File: src/shared/iacl_pkg.sv
// constants shared by the ack and latch-clear block
`default_nettype none
package iacl_pkg;
    // register byte offsets
    localparam logic [7:0] OFF_STATUS = 8'h00;
    localparam logic [7:0] OFF_CTRL = 8'h04;
    localparam logic [7:0] OFF_SWCLR = 8'h08;
    localparam logic [7:0] OFF_INT_STAT = 8'h0c;
    localparam logic [7:0] OFF_INT_EN = 8'h10;
    localparam logic [7:0] OFF_INT_CLR = 8'h14;
    // bit positions
    localparam int BIT_ACK = 0;
    localparam int BIT_ACK_CHECK_ENABLE = 0;
    localparam int BIT_TRS = 1;
    localparam int BIT_SWE = 2;
    localparam int BIT_SWFLAG = 4;
    // reset and read-back values
    localparam logic [2:0] SWCLR_RSV_RESET = 3'h0;
    localparam logic [3:0] CLR_READ_VALUE = 4'hf;
    // clear codes
    localparam logic [3:0] CODE_CLR_CH0 = 4'h5;
    localparam logic [3:0] CODE_CLR_CH1 = 4'h6;
    localparam logic [3:0] CODE_CLR_BOTH = 4'h7;
    // interrupt status bits
    localparam int INT_SW = 0;
    localparam int INT_NACK = 1;
    localparam int INT_W = 2;
    localparam logic [1:0] AXI_OKAY = 2'h0;
    localparam logic [1:0] AXI_SLVERR = 2'h2;
    typedef enum logic [2:0] {
        BS_IDLE = 3'h1,
        BS_RESP = 3'h2,
        BS_WAIT = 3'h4
    } iacl_bus_e;
endpackage : iacl_pkg
`default_nettype wire

File: src/design/iacl_clr_decode.sv
// decoder turning a clear-code write into per-channel clear pulses
`default_nettype none
module iacl_clr_decode (
    input wire logic clk_in,
    input wire logic rst_in,
    input wire logic ce_in,
    input wire logic wr_in,
    input wire logic [3:0] code_in,
    output logic [1:0] clr_out
);
    function automatic logic [1:0] decode(input logic [3:0] c);
        case (c)
            iacl_pkg::CODE_CLR_CH0: decode = 2'h1;
            iacl_pkg::CODE_CLR_CH1: decode = 2'h2;
            iacl_pkg::CODE_CLR_BOTH: decode = 2'h3;
            default: decode = 2'h0; // prohibited and invalid codes
        endcase
    endfunction : decode

    always_ff @(posedge clk_in) begin
        if (rst_in) begin
            clr_out <= 2'h0;
        end else if (ce_in) begin
            clr_out <= wr_in ? decode(code_in) : 2'h0;
        end
    end
endmodule : iacl_clr_decode
`default_nettype wire

File: src/design/iacl_edge_det.sv
// falling edge detector for the channel 0 clock pin
`default_nettype none
module iacl_edge_det (
    input wire logic clk_in,
    input wire logic rst_in,
    input wire logic ce_in,
    input wire logic pin_in,
    output logic fall_out
);
    logic prev;
    always_ff @(posedge clk_in) begin
        if (rst_in) begin
            prev <= 1'b1;
        end else if (ce_in) begin
            prev <= pin_in;
        end
    end
    assign fall_out = ce_in && prev && !pin_in;
endmodule : iacl_edge_det
`default_nettype wire

File: src/design/iacl_top.sv
// acknowledge bit store and format switch / latch clear register
// Notes on behaviour
// - checked transmit, peer high ack sets stored ack bit.
// - low ack when checked, or writing check enable zero, clears it.
// - during reception drive the reply ack value after each byte.
// - read gives bus-captured ack when transmitting, else reply value.
// - any ack bit write replaces the reply value regardless of mode.
// - switch enabled and channel 0 clock falls sets flag and interrupt.
// - flag clears only by writing zero after reading it one.
// - codes 0101, 0110, 0111 clear channel 0, 1, both.
// - valid code write pulses the chosen channels' latch clear.
// - clear code bits are write-only and read back as ones.
//
// Decided for this implementation: the register addresses and register access over AXI4-Lite.
`default_nettype none
module iacl_top (
    input wire logic MCLK_IN,
    input wire logic RST_IN,
    input wire logic CE_IN,
    // axi4-lite slave
    input wire logic [7:0] AWADDR_IN,
    input wire logic AWVALID_IN,
    output logic AWREADY_OUT,
    input wire logic [31:0] WDATA_IN,
    input wire logic [3:0] WSTRB_IN,
    input wire logic WVALID_IN,
    output logic WREADY_OUT,
    output logic [1:0] BRESP_OUT,
    output logic BVALID_OUT,
    input wire logic BREADY_IN,
    input wire logic [7:0] ARADDR_IN,
    input wire logic ARVALID_IN,
    output logic ARREADY_OUT,
    output logic [31:0] RDATA_OUT,
    output logic [1:0] RRESP_OUT,
    output logic RVALID_OUT,
    input wire logic RREADY_IN,
    // acknowledge slot from the byte engine
    input wire logic ACK_SLOT_IN,
    input wire logic ACK_SDA_IN,
    // channel 0 clock pin level
    input wire logic SCL0_IN,
    output logic ACK_DRIVE_OUT,
    output logic ACK_SDA_OE_OUT,
    output logic CLR_CH0_OUT,
    output logic CLR_CH1_OUT,
    output logic IRQ_OUT
);
    logic ack_check_enable;
    logic transmit_select;
    logic format_switch_enable;
    logic ack_captured;
    logic ack_bit_value;
    logic sw_flag;
    logic sw_flag_seen;
    logic [2:0] rsv;
    logic [2:0] int_stat;
    logic [2:0] int_en;
    logic scl_fall;
    logic [1:0] clr_pulse;
    logic clr_wr;
    logic [3:0] clr_code;
    logic rd_fire;
    logic [7:0] raddr;

    // write channel capture: address and data may arrive in either order
    iacl_pkg::iacl_bus_e wstate;
    logic aw_have;
    logic w_have;
    logic [7:0] waddr;
    logic [31:0] wdata;
    logic wr_fire;

    always_ff @(posedge MCLK_IN) begin
        if (RST_IN) begin
            aw_have <= 1'b0;
            w_have <= 1'b0;
            waddr <= 8'h00;
            wdata <= 32'h0;
            AWREADY_OUT <= 1'b0;
            WREADY_OUT <= 1'b0;
            BVALID_OUT <= 1'b0;
            BRESP_OUT <= iacl_pkg::AXI_OKAY;
            wstate <= iacl_pkg::BS_IDLE;
        end else if (CE_IN) begin
            AWREADY_OUT <= 1'b0;
            WREADY_OUT <= 1'b0;
            case (wstate)
                iacl_pkg::BS_IDLE: begin
                    if (AWVALID_IN && !aw_have && !AWREADY_OUT) begin
                        AWREADY_OUT <= 1'b1;
                        aw_have <= 1'b1;
                        waddr <= AWADDR_IN;
                    end
                    if (WVALID_IN && !w_have && !WREADY_OUT) begin
                        WREADY_OUT <= 1'b1;
                        w_have <= 1'b1;
                        wdata <= WDATA_IN;
                    end
                    if (aw_have && w_have) begin
                        wstate <= iacl_pkg::BS_RESP;
                    end
                end
                iacl_pkg::BS_RESP: begin
                    BVALID_OUT <= 1'b1;
                    BRESP_OUT <= known(waddr) ? iacl_pkg::AXI_OKAY
                                              : iacl_pkg::AXI_SLVERR;
                    aw_have <= 1'b0;
                    w_have <= 1'b0;
                    wstate <= iacl_pkg::BS_WAIT;
                end
                iacl_pkg::BS_WAIT: begin
                    if (BREADY_IN) begin
                        BVALID_OUT <= 1'b0;
                        wstate <= iacl_pkg::BS_IDLE;
                    end
                end
                default: wstate <= iacl_pkg::BS_IDLE;
            endcase
        end
    end

    function automatic logic known(input logic [7:0] a);
        known = a == iacl_pkg::OFF_STATUS || a == iacl_pkg::OFF_CTRL ||
                a == iacl_pkg::OFF_SWCLR || a == iacl_pkg::OFF_INT_STAT ||
                a == iacl_pkg::OFF_INT_EN || a == iacl_pkg::OFF_INT_CLR;
    endfunction : known

    // registers update in the cycle that the response is raised
    assign wr_fire = CE_IN && wstate == iacl_pkg::BS_RESP;

    function automatic logic wr_to(input logic [7:0] off);
        wr_to = wr_fire && waddr == off && WSTRB_IN_low();
    endfunction : wr_to

    // byte lane 0 carries every field here
    function automatic logic WSTRB_IN_low();
        WSTRB_IN_low = 1'b1;
    endfunction : WSTRB_IN_low

    // control register
    always_ff @(posedge MCLK_IN) begin
        if (RST_IN) begin
            ack_check_enable <= 1'b0;
            transmit_select <= 1'b0;
            format_switch_enable <= 1'b0;
        end else if (wr_to(iacl_pkg::OFF_CTRL)) begin
            ack_check_enable <= wdata[iacl_pkg::BIT_ACK_CHECK_ENABLE];
            transmit_select <= wdata[iacl_pkg::BIT_TRS];
            format_switch_enable <= wdata[iacl_pkg::BIT_SWE];
        end
    end

    // reply value written by software
    always_ff @(posedge MCLK_IN) begin
        if (RST_IN) begin
            ack_bit_value <= 1'b0;
        end else if (wr_to(iacl_pkg::OFF_STATUS)) begin
            ack_bit_value <= wdata[iacl_pkg::BIT_ACK];
        end
    end

    // acknowledge captured from the peer while transmitting
    always_ff @(posedge MCLK_IN) begin
        if (RST_IN) begin
            ack_captured <= 1'b0;
        end else if (CE_IN) begin
            if (wr_to(iacl_pkg::OFF_CTRL) && !wdata[iacl_pkg::BIT_ACK_CHECK_ENABLE]) begin
                ack_captured <= 1'b0;
            end else if (ACK_SLOT_IN && transmit_select && ack_check_enable) begin
                ack_captured <= ACK_SDA_IN;
            end
        end
    end

    // reply drive during reception: open drain, low pulls the line
    always_ff @(posedge MCLK_IN) begin
        if (RST_IN) begin
            ACK_DRIVE_OUT <= 1'b1;
            ACK_SDA_OE_OUT <= 1'b0;
        end else if (CE_IN) begin
            ACK_DRIVE_OUT <= ack_bit_value;
            ACK_SDA_OE_OUT <= ACK_SLOT_IN && !transmit_select && !ack_bit_value;
        end
    end

    // format switch and clear register
    iacl_edge_det u_edge (
        .clk_in(MCLK_IN),
        .rst_in(RST_IN),
        .ce_in(CE_IN),
        .pin_in(SCL0_IN),
        .fall_out(scl_fall)
    );

    assign clr_wr = wr_to(iacl_pkg::OFF_SWCLR);
    assign clr_code = wdata[3:0];

    iacl_clr_decode u_clr (
        .clk_in(MCLK_IN),
        .rst_in(RST_IN),
        .ce_in(CE_IN),
        .wr_in(clr_wr),
        .code_in(clr_code),
        .clr_out(clr_pulse)
    );

    always_ff @(posedge MCLK_IN) begin
        if (RST_IN) begin
            CLR_CH0_OUT <= 1'b0;
            CLR_CH1_OUT <= 1'b0;
        end else if (CE_IN) begin
            CLR_CH0_OUT <= clr_pulse[0];
            CLR_CH1_OUT <= clr_pulse[1];
        end
    end

    always_ff @(posedge MCLK_IN) begin
        if (RST_IN) begin
            rsv <= iacl_pkg::SWCLR_RSV_RESET;
        end else if (clr_wr) begin
            rsv <= wdata[7:5];
        end
    end

    // flag: set wins over clear; clear needs an earlier read of one
    always_ff @(posedge MCLK_IN) begin
        if (RST_IN) begin
            sw_flag <= 1'b0;
            sw_flag_seen <= 1'b0;
        end else if (CE_IN) begin
            if (format_switch_enable && scl_fall) begin
                sw_flag <= 1'b1;
            end else if (clr_wr && sw_flag_seen &&
                         !wdata[iacl_pkg::BIT_SWFLAG]) begin
                sw_flag <= 1'b0;
                sw_flag_seen <= 1'b0;
            end
            if (rd_fire && raddr == iacl_pkg::OFF_SWCLR && sw_flag) begin
                sw_flag_seen <= 1'b1;
            end
        end
    end

    // interrupt status: sticky, write-one-to-clear, set wins
    logic [2:0] int_set;
    assign int_set = {1'b0, ACK_SLOT_IN && transmit_select &&
                      ack_check_enable && ACK_SDA_IN,
                      format_switch_enable && scl_fall};
    always_ff @(posedge MCLK_IN) begin
        if (RST_IN) begin
            int_stat <= 3'h0;
        end else if (CE_IN) begin
            int_stat <= (int_stat &
                ~(wr_to(iacl_pkg::OFF_INT_CLR) ? wdata[2:0] : 3'h0)) |
                int_set;
        end
    end

    always_ff @(posedge MCLK_IN) begin
        if (RST_IN) begin
            int_en <= 3'h0;
        end else if (wr_to(iacl_pkg::OFF_INT_EN)) begin
            int_en <= wdata[2:0];
        end
    end

    always_ff @(posedge MCLK_IN) begin
        if (RST_IN) begin
            IRQ_OUT <= 1'b0;
        end else if (CE_IN) begin
            IRQ_OUT <= |(int_stat & int_en);
        end
    end

    // read channel: one cycle to accept, data on the next
    logic [31:0] rword;
    assign rd_fire = CE_IN && ARVALID_IN && ARREADY_OUT;

    always_comb begin
        rword = 32'h0;
        case (raddr)
            iacl_pkg::OFF_STATUS:
                rword[iacl_pkg::BIT_ACK] = transmit_select ? ack_captured
                                                           : ack_bit_value;
            iacl_pkg::OFF_CTRL:
                rword[2:0] = {format_switch_enable, transmit_select,
                              ack_check_enable};
            iacl_pkg::OFF_SWCLR:
                rword[7:0] = {rsv, sw_flag, iacl_pkg::CLR_READ_VALUE};
            iacl_pkg::OFF_INT_STAT: rword[2:0] = int_stat;
            iacl_pkg::OFF_INT_EN: rword[2:0] = int_en;
            default: rword = 32'h0;
        endcase
    end

    always_ff @(posedge MCLK_IN) begin
        if (RST_IN) begin
            ARREADY_OUT <= 1'b0;
            RVALID_OUT <= 1'b0;
            RDATA_OUT <= 32'h0;
            RRESP_OUT <= iacl_pkg::AXI_OKAY;
            raddr <= 8'h00;
        end else if (CE_IN) begin
            ARREADY_OUT <= ARVALID_IN && !ARREADY_OUT && !RVALID_OUT;
            if (ARVALID_IN && !ARREADY_OUT && !RVALID_OUT) begin
                raddr <= ARADDR_IN;
            end
            if (rd_fire) begin
                RVALID_OUT <= 1'b1;
                RDATA_OUT <= rword;
                RRESP_OUT <= (known(raddr) && raddr != iacl_pkg::OFF_INT_CLR)
                             ? iacl_pkg::AXI_OKAY : iacl_pkg::AXI_SLVERR;
            end else if (RVALID_OUT && RREADY_IN) begin
                RVALID_OUT <= 1'b0;
            end
        end
    end
endmodule : iacl_top
`default_nettype wire

File: config.mk
export PLATFORM = sky130hd
export DESIGN_NAME = iacl_top
export DESIGN_NICKNAME = d
export VERILOG_FILES = /design/src/shared/iacl_pkg.sv /design/src/design/iacl_clr_decode.sv /design/src/design/iacl_edge_det.sv /design/src/design/iacl_top.sv
export SDC_FILE = /design/constraint.sdc
export NUM_CORES = 1
export LEC_CHECK = 0
export ABC_AREA = 1
export BUFFER_PORTS_ARGS = -buffer_cell sky130_fd_sc_hd__buf_2
export CORE_MARGIN = 2
export CORE_UTILIZATION = 53
export DETAILED_ROUTE_END_ITERATION = 8
export GPL_TIMING_DRIVEN = 0
export PLACE_DENSITY = 0.85
export SYNTH_ARGS = -nofsm -noshare
export SYNTH_HDL_FRONTEND = slang
export SYNTH_SLANG_ARGS = --single-unit
File: constraint.sdc
create_clock -name MCLK_IN -period 3.5 [get_ports MCLK_IN]
set_input_delay 0.7 -clock MCLK_IN [delete_from_list [all_inputs] [get_ports MCLK_IN]]
set_output_delay 0.7 -clock MCLK_IN [all_outputs]
set_load 0.02 [all_outputs]
==> impl_metrics.py, run 1 <==
metrics = {
    "sta": {
        "max_freq_mhz": 615,
        "rsz0062_at_grt": "no",
        "finalSetupTns_ns": 0,
        "hold_viol": 0,
        "finalClockSkew_ns": 0.00727,
        "finalCritPeriodShare_pct": 46.4,
        "drv_slew": 0,
        "finalCriticalPeriod_ns": 1.62,
        "tightest_slew_ns": 0.545,
        "setup_violations": 0,
        "maxSlewHeadroom_pct": 63.7,
    },
    "routing": {
        "vias_per_cell": 5.01,
        "drc_errors": 0,
        "routedWlPerCell_um": 12.4,
        "drt_iter0_markers": 222,
        "drt-total-wl_mm": 7.08,
        "dr.pass1.iters": 5,
        "ant_nets": 0,
        "num_vias": 2848,
    },
    "power": {
        "total_power_mw": 1.85,
        "p_switching_uw": 511,
        "pwr-share-comb_pct": 16.0,
        "power_frac_seq_pct": 45.8,
        "p_sw_share_pct": 27.5,
        "intPower_mw": 1.34,
        "power_density_nw_per_um2": 505,
        "clkPwrFrac_pct": 38.3,
        "ir_drop_v": 0.000344,
        "cellLeakagePower_nw": 1.67,
    },
    "floorplanning": {
        "die-area_um2": 6290,
        "io_pins": 109,
        "core_um2": 5510,
        "num_rows": 27,
        "fp.dieW_um": 79.3,
        "start_util_pct": 54.6,
        "fp.dieH_um": 79.3,
    },
    "worst_setup_path": {
        "r2r_end": "ack_captured",
        "timing.rr.start": "waddr[0]",
        "crit_slowest_cell": "dfxtp_1",
        "crit_buf_inv": 1,
        "path_max_fanout": 4,
        "reg2reg_depth": 6,
        "end_kind": "output pin",
        "crit_chain": "buf_2",
        "worstPathRequired_ns": 2.80,
        "critPathLaunch": "ARREADY_OUT",
        "reg2reg_slack_ns": 2.08,
        "crit_type": "flip-flop to output pin",
        "cp.arrival_ns": 0.92,
        "slowest_delay_ns": 0.39,
        "crit_family": "flip-flops",
        "crit_path_start_kind": "flip-flop",
    },
    "placement": {
        "io_buffer_count": 53,
        "gp_congestion": 0.827,
        "dpl_cell_area_um2": 3460,
        "dp_cells": 553,
        "dp_hpwl_mm": 5.00,
    },
    "clocking": {
        "clock_latency_ns": 0.35,
        "clkTransAtPathRegs_ns": 0.07,
        "cts_buffers": 9,
        "cts_buffer_depth": 2,
        "postCtsResizedCells": 0,
        "cts_root_buf": "clkbuf_8",
        "cts_setup_buffers": 0,
        "hold_buffers": 0,
        "cts_tree": "yes",
        "clock_sinks": 68,
        "htreeDepth": 3,
    },
    "logic_synthesis": {
        "synth_area_leaders": "dfxtp_1 45%, nand2_1 8.4%, a21oi_1 8.3%, buf_4 7.0%, nor2_1 6.0%",
        "yosysUniqueCellTypes": 29,
        "syn_area_per_cell_um2": 7.46,
        "netlist_instances": 403,
        "synth_most_common_cell": "dfxtp_1",
        "synth_async_sr_flop_share_pct": 0,
        "netlist_top_cells_count": "68 x dfxtp_1, 67 x nand2_1, 50 x a21oi_1",
        "synth.top_cell.area_share_pct": 45.3,
        "syn_area_um2": 3010,
        "ys.flop_type": "dfxtp_1",
        "synth_edf_count": 0,
        "yosys_warnings": 0,
        "ys_ff_latch": 68,
        "yosysTopAreaCell": "dfxtp_1",
        "yosysSeqAreaShare_pct": 45.3,
    },
    "worst_hold_path": {
        "whs_path_depth": 2,
        "min_from": "raddr[7]",
        "hold_end": "raddr[7]",
        "min_path_type": "flip-flop to flip-flop",
    },
    "cells_and_area": {
        "layout.nets": 555,
        "final_area_um2": 3670,
        "drive_gt1_share_pct": 24.1,
        "area_delta_synth_final_pct": 22.2,
        "nFillCells": 478,
        "n_antenna_cell": 0,
        "final_cells": 569,
    },
    "global_route": {
        "grt_pass1_vias": 2630,
        "grt_start_max_net_pins": 12,
        "grt_pass1_wl_mm": 11.6,
        "antenna_found_initial": 0,
        "globalRouteOverflowTotal": 0,
        "grtUsageTotal_pct": 24.0,
    },
    "status": {
        "status": "complete, no violations",
    },
    "flow_run": {
        "cap_violations": 0,
    },
}
==> worst max-delay path by stage <==
stage / end / slack (ns) / depth (start not counted)
3_5_place_dp: AWREADY_OUT / 1.62 / 4
3_3_place_gp: RDATA_OUT[6] / 1.63 / 4
2_1_floorplan: RDATA_OUT[0] / 1.91 / 9
5_1_grt: raddr[3] / 1.81 / 6
6_report: ARREADY_OUT / 1.88 / 1
4_1_cts: ARREADY_OUT / 1.87 / 1
==> kinds of logic (layout without fill, tap and decap cells) <==
logic type	after synthesis	count (layout)	synth area share [%]
buffers and inverters	75	144	13.9
AOI/OAI and AO/OA	95	95	16.1
other	1	26	0.125
DFF	68	68	45.3
and+or+nand+nor	164	164	24.6
==> layout make-up <==
| type | instances | area (um^2) | area share (%) |
|---|---|---|---|
| buffer | 40 | 282 | 7.66 |
| clock buffer | 12 | 145 | 3.95 |
| clock inverter | 4 | 72.6 | 1.98 |
| inverter | 35 | 136 | 3.71 |
| multi-input combinational | 285 | 1320 | 36.0 |
| sequential | 68 | 1360 | 37.1 |
| tap | 72 | 90.1 | 2.45 |
| timing repair buffer | 53 | 265 | 7.22 |
==> sequential cells by signal, summed over array words and instances, names as in the netlist, 2 cells and up <==
signal         cells
RDATA_OUT          8
raddr              8
waddr              8
wdata              8
int_en             3
int_stat           3
rsv                3
wstate             3
u_clr.clr_out      2
==> metrics by stage <==
stage	utilization (%)	hold slack, ns	setup WS (ns)
6_report	66.7	0.455	1.88
5_1_grt	66.7	0.480	1.81
4_1_cts	66.7	0.455	1.87
3_5_place_dp	62.8	0.445	1.62
3_3_place_gp	62.8	0.440	1.63
2_1_floorplan	-	0.429	1.91
==> cell usage in the layout, fill, tap and decap left out <==
master / n
nor3_1: 3
clkinv_2: 1
or2_1: 1
nand2_1: 67
buf_1: 2
a21oi_1: 50
clkinvlp_4: 1
a211oi_1: 1
clkbuf_1: 6
o21ai_0: 27
nor2_2: 2
clkbuf_2: 1
o211ai_1: 2
dfxtp_1: 68
clkbuf_8: 10
inv_1: 29
nand4_1: 6
bufinv_16: 2
nand2_2: 5
buf_2: 55
conb_1: 26
a31oi_1: 2
inv_4: 2
nand3_2: 1
nor3_2: 1
buf_6: 3
nor2_8: 1
nor2_1: 48
o21ai_1: 13
inv_2: 4
nand3_1: 26
nor2_4: 3
buf_4: 28
==> power by group through the flow <==
stage | combinational [mW] | clock, mW | sequential (mW)
CTS | 0.293 | 0.713 | 0.848
floorplan | 0.215 | 0 | 0.867
global placement | 0.282 | 0 | 0.863
finish | 0.296 | 0.710 | 0.849
detailed placement | 0.290 | 0 | 0.865
global route | 0.329 | 0.748 | 0.853
==> layer usage <==
metal	global-route usage, %	wire [um]	vias to the layer above
met2	40.6	3350	118
met3	5.11	509	21
met5	0	0	-
met1	27.7	2990	1262
met4	14.7	226	0
li1	-	-	1447
No activity file was read; power rests on OpenSTA's default activity.
==> inputs of run 2 (changes only) <==
--- a/config.mk
+++ b/config.mk
@@ -8,10 +8,10 @@
 export ABC_AREA = 1
 export BUFFER_PORTS_ARGS = -buffer_cell sky130_fd_sc_hd__buf_2
 export CORE_MARGIN = 2
-export CORE_UTILIZATION = 53
+export CORE_UTILIZATION = 44
 export DETAILED_ROUTE_END_ITERATION = 8
 export GPL_TIMING_DRIVEN = 0
-export PLACE_DENSITY = 0.85
+export PLACE_DENSITY = 0.75
 export SYNTH_ARGS = -nofsm -noshare
 export SYNTH_HDL_FRONTEND = slang
 export SYNTH_SLANG_ARGS = --single-unit
==> constraint.sdc (replaced) <==
create_clock -name MCLK_IN -period 1.4 [get_ports MCLK_IN]
set_input_delay 0.28 -clock MCLK_IN [delete_from_list [all_inputs] [get_ports MCLK_IN]]
set_output_delay 0.28 -clock MCLK_IN [all_outputs]
set_load 0.02 [all_outputs]
==> run 2 against run 1 <==
  * Critical endpoint is now int_en[0]
  * Clock skew decreased by 0.0029 ns
  * Sequential power increased to 2.5 times the previous value
  * Wire length increased by 2.3%
  * Largest cell class is now multi-input combinational cells
  * Clock power increased to 2.5 times the previous value
  * Critical path depth increased by 5
  * Final cell count increased by 2.5%
  * Via count decreased by 0.98%
  * Final area increased by 3.4%
  * Clock-buffer cell count decreased by 3
  * Core utilization decreased by 10 points
==> impl_metrics.py, run 2 (same netlist as run 1, synthesis figures left out) <==
metrics = {
    "sta": {
        "hold_viol": 0,
        "timing.hold.ws_ns": 0.158,
        "finalCritPeriodShare_pct": 92.9,
        "drv_slew": 0,
        "setup_violations": 0,
        "finalCriticalPeriod_ns": 1.30,
        "maxSlewHeadroom_pct": 62.4,
        "tightest_slew_ns": 0.564,
        "finalClockSkew_ns": 0.00439,
        "max_freq_mhz": 769,
        "rsz0062_at_grt": "yes",
    },
    "worst_setup_path": {
        "crit_type": "flip-flop to flip-flop",
        "slowest_delay_ns": 0.32,
        "cp.arrival_ns": 1.54,
        "worstPathRequired_ns": 1.64,
        "reg2reg_depth": 6,
        "crit_slowest_cell": "dfxtp_1",
        "reg2reg_slack_ns": 0.1,
        "end_kind": "flip-flop",
        "crit_buf_inv": 0,
        "crit_path_start_kind": "flip-flop",
        "crit_chain": "nor2_2, nand3_1, nor2_4, nand2_1, o21ai_0, a21oi_1",
        "timing.rr.start": "waddr[0]",
        "crit_family": "simple AND/OR/NAND/NOR gates",
        "path_max_fanout": 4,
        "r2r_end": "int_en[0]",
    },
    "worst_hold_path": {
        "min_from": "WDATA_IN[0]",
        "hold_end": "wdata[0]",
        "whs_path_depth": 3,
        "min_path_type": "primary input to flip-flop",
    },
    "cells_and_area": {
        "drive_gt1_share_pct": 27.8,
        "ff_latch_area_um2": 1360,
        "final_area_um2": 3800,
        "multi_input_area_um2": 1380,
        "layout.nets": 561,
        "area_delta_synth_final_pct": 26.3,
        "nFillCells": 634,
        "n_antenna_cell": 0,
        "final_cell_mix": "66 x dfxtp_1, 66 x nand2_1, 55 x buf_2",
    },
    "clocking": {
        "hold_buffers": 0,
        "cts_buffer_depth": 2,
        "clkTransAtPathRegs_ns": 0.08,
        "htreeDepth": 3,
        "clock_latency_ns": 0.35,
        "cts_buffers": 9,
        "clock_sinks": 68,
        "cts_tree": "yes",
        "cts_root_buf": "clkbuf_8",
    },
    "routing": {
        "drt-total-wl_mm": 7.24,
        "routedWlPerCell_um": 12.4,
        "dr.pass1.iters": 4,
        "num_vias": 2820,
        "drc_errors": 0,
        "vias_per_cell": 4.84,
        "ant_nets": 0,
        "drt_iter0_markers": 150,
    },
    "power": {
        "power_density_nw_per_um2": 1250,
        "ir_drop_v": 0.000600,
        "cellLeakagePower_nw": 1.72,
    },
    "placement": {
        "dpl_cell_area_um2": 3470,
        "gp_congestion": 0.819,
        "dp_hpwl_mm": 5.07,
        "io_buffer_count": 53,
    },
    "global_route": {
        "grt_start_max_net_pins": 14,
        "grt_pass1_wl_mm": 11.4,
        "antenna_found_initial": 0,
        "grtUsageTotal_pct": 19.6,
        "grt_pass1_vias": 2556,
        "globalRouteOverflowTotal": 0,
    },
    "floorplanning": {
        "start_util_pct": 44.7,
        "io_pins": 109,
        "fp.dieW_um": 86.7,
        "die-area_um2": 7510,
        "num_rows": 30,
        "fp.dieH_um": 86.7,
        "core_um2": 6720,
    },
    "status": {
        "status": "complete, no violations",
    },
    "flow_run": {
        "cap_violations": 0,
    },
}
## run 2: changes by cell type in the layout (fill, tap and decap cells not counted), moves of 2 or more
cell | before | now
nor2_2 | 2 | 7
inv_6 | 0 | 2
clkbuf_1 | 6 | 4
dfxtp_1 | 68 | 66
buf_4 | 28 | 34
dfxtp_2 | 0 | 2
nor2_1 | 48 | 40
nor2_4 | 3 | 6
## run 2: metrics by stage
stage          TNS (ns)  setup WS (ns)  util, %  total power, mW  std cells
2_1_floorplan         0          0.231        -             2.70        428
3_3_place_gp      -1.26        -0.0778     51.6             2.87        561
3_5_place_dp      -1.29        -0.0889     51.6             2.89        561
4_1_cts         -0.0203        -0.0126     54.9             4.69        577
5_1_grt         -0.0749        -0.0260     56.5             4.97        583
6_report              0         0.0999     56.5             4.75        583
## run 2: report_power, final
| part | total, mW | internal [mW] | leakage [nW] | switching (mW) |
|---|---|---|---|---|
| Clock | 1.81 | 1.01 | 0.110 | 0.791 |
| Combinational | 0.815 | 0.297 | 1.06 | 0.517 |
| Sequential | 2.13 | 2.05 | 0.555 | 0.0799 |
| Total | 4.75 | 3.36 | 1.72 | 1.39 |
## run 2: cell type report
type / instances / area share (%)
Multi-Input combinational cell: 285 / 36.4
Clock inverter: 7 / 2.60
Buffer: 40 / 7.41
Tap cell: 80 / 2.64
Timing Repair Buffer: 59 / 8.17
Sequential cell: 68 / 35.9
Inverter: 35 / 3.59
Clock buffer: 9 / 3.26
## run 2: metal layers
metal  global-route usage [%]  vias to the layer above  wire length, um
li1                         -                     1458                -
met1                     23.9                     1252             3170
met2                     32.1                       98             3480
met3                     4.95                       12              482
met4                     10.1                        0              112
met5                        0                        -                0
## run 2: worst max path at each step
stage | end | slack [ns] | start | cells after the start
2_1_floorplan | waddr[0] | 0.23 | wstate[2] | 7
3_3_place_gp | raddr[3] | -0.08 | RST_IN | 6
3_5_place_dp | WREADY_OUT | -0.09 | RST_IN | 4
4_1_cts | ack_check_enable | -0.01 | waddr[7] | 6
5_1_grt | RDATA_OUT[2] | -0.03 | raddr[1] | 7
6_report | int_en[0] | 0.1 | waddr[0] | 6
## run 2: what timing repair did
| item | 4_1_cts | 5_1_grt |
|---|---|---|
| setup endpoints to repair | 3 | 35 |
| pin swaps | 0 | 2 |
| buffers inserted | 0 | 6 |
| gates resized for setup | 1 | 18 |
## run 2: worst register-to-register path, cell delays in order, from the launching register on
cell     delay, ns
dfxtp_1       0.32
nor2_2        0.18
nand3_1       0.18
nor2_4        0.18
nand2_1       0.11
o21ai_0       0.17
a21oi_1       0.05
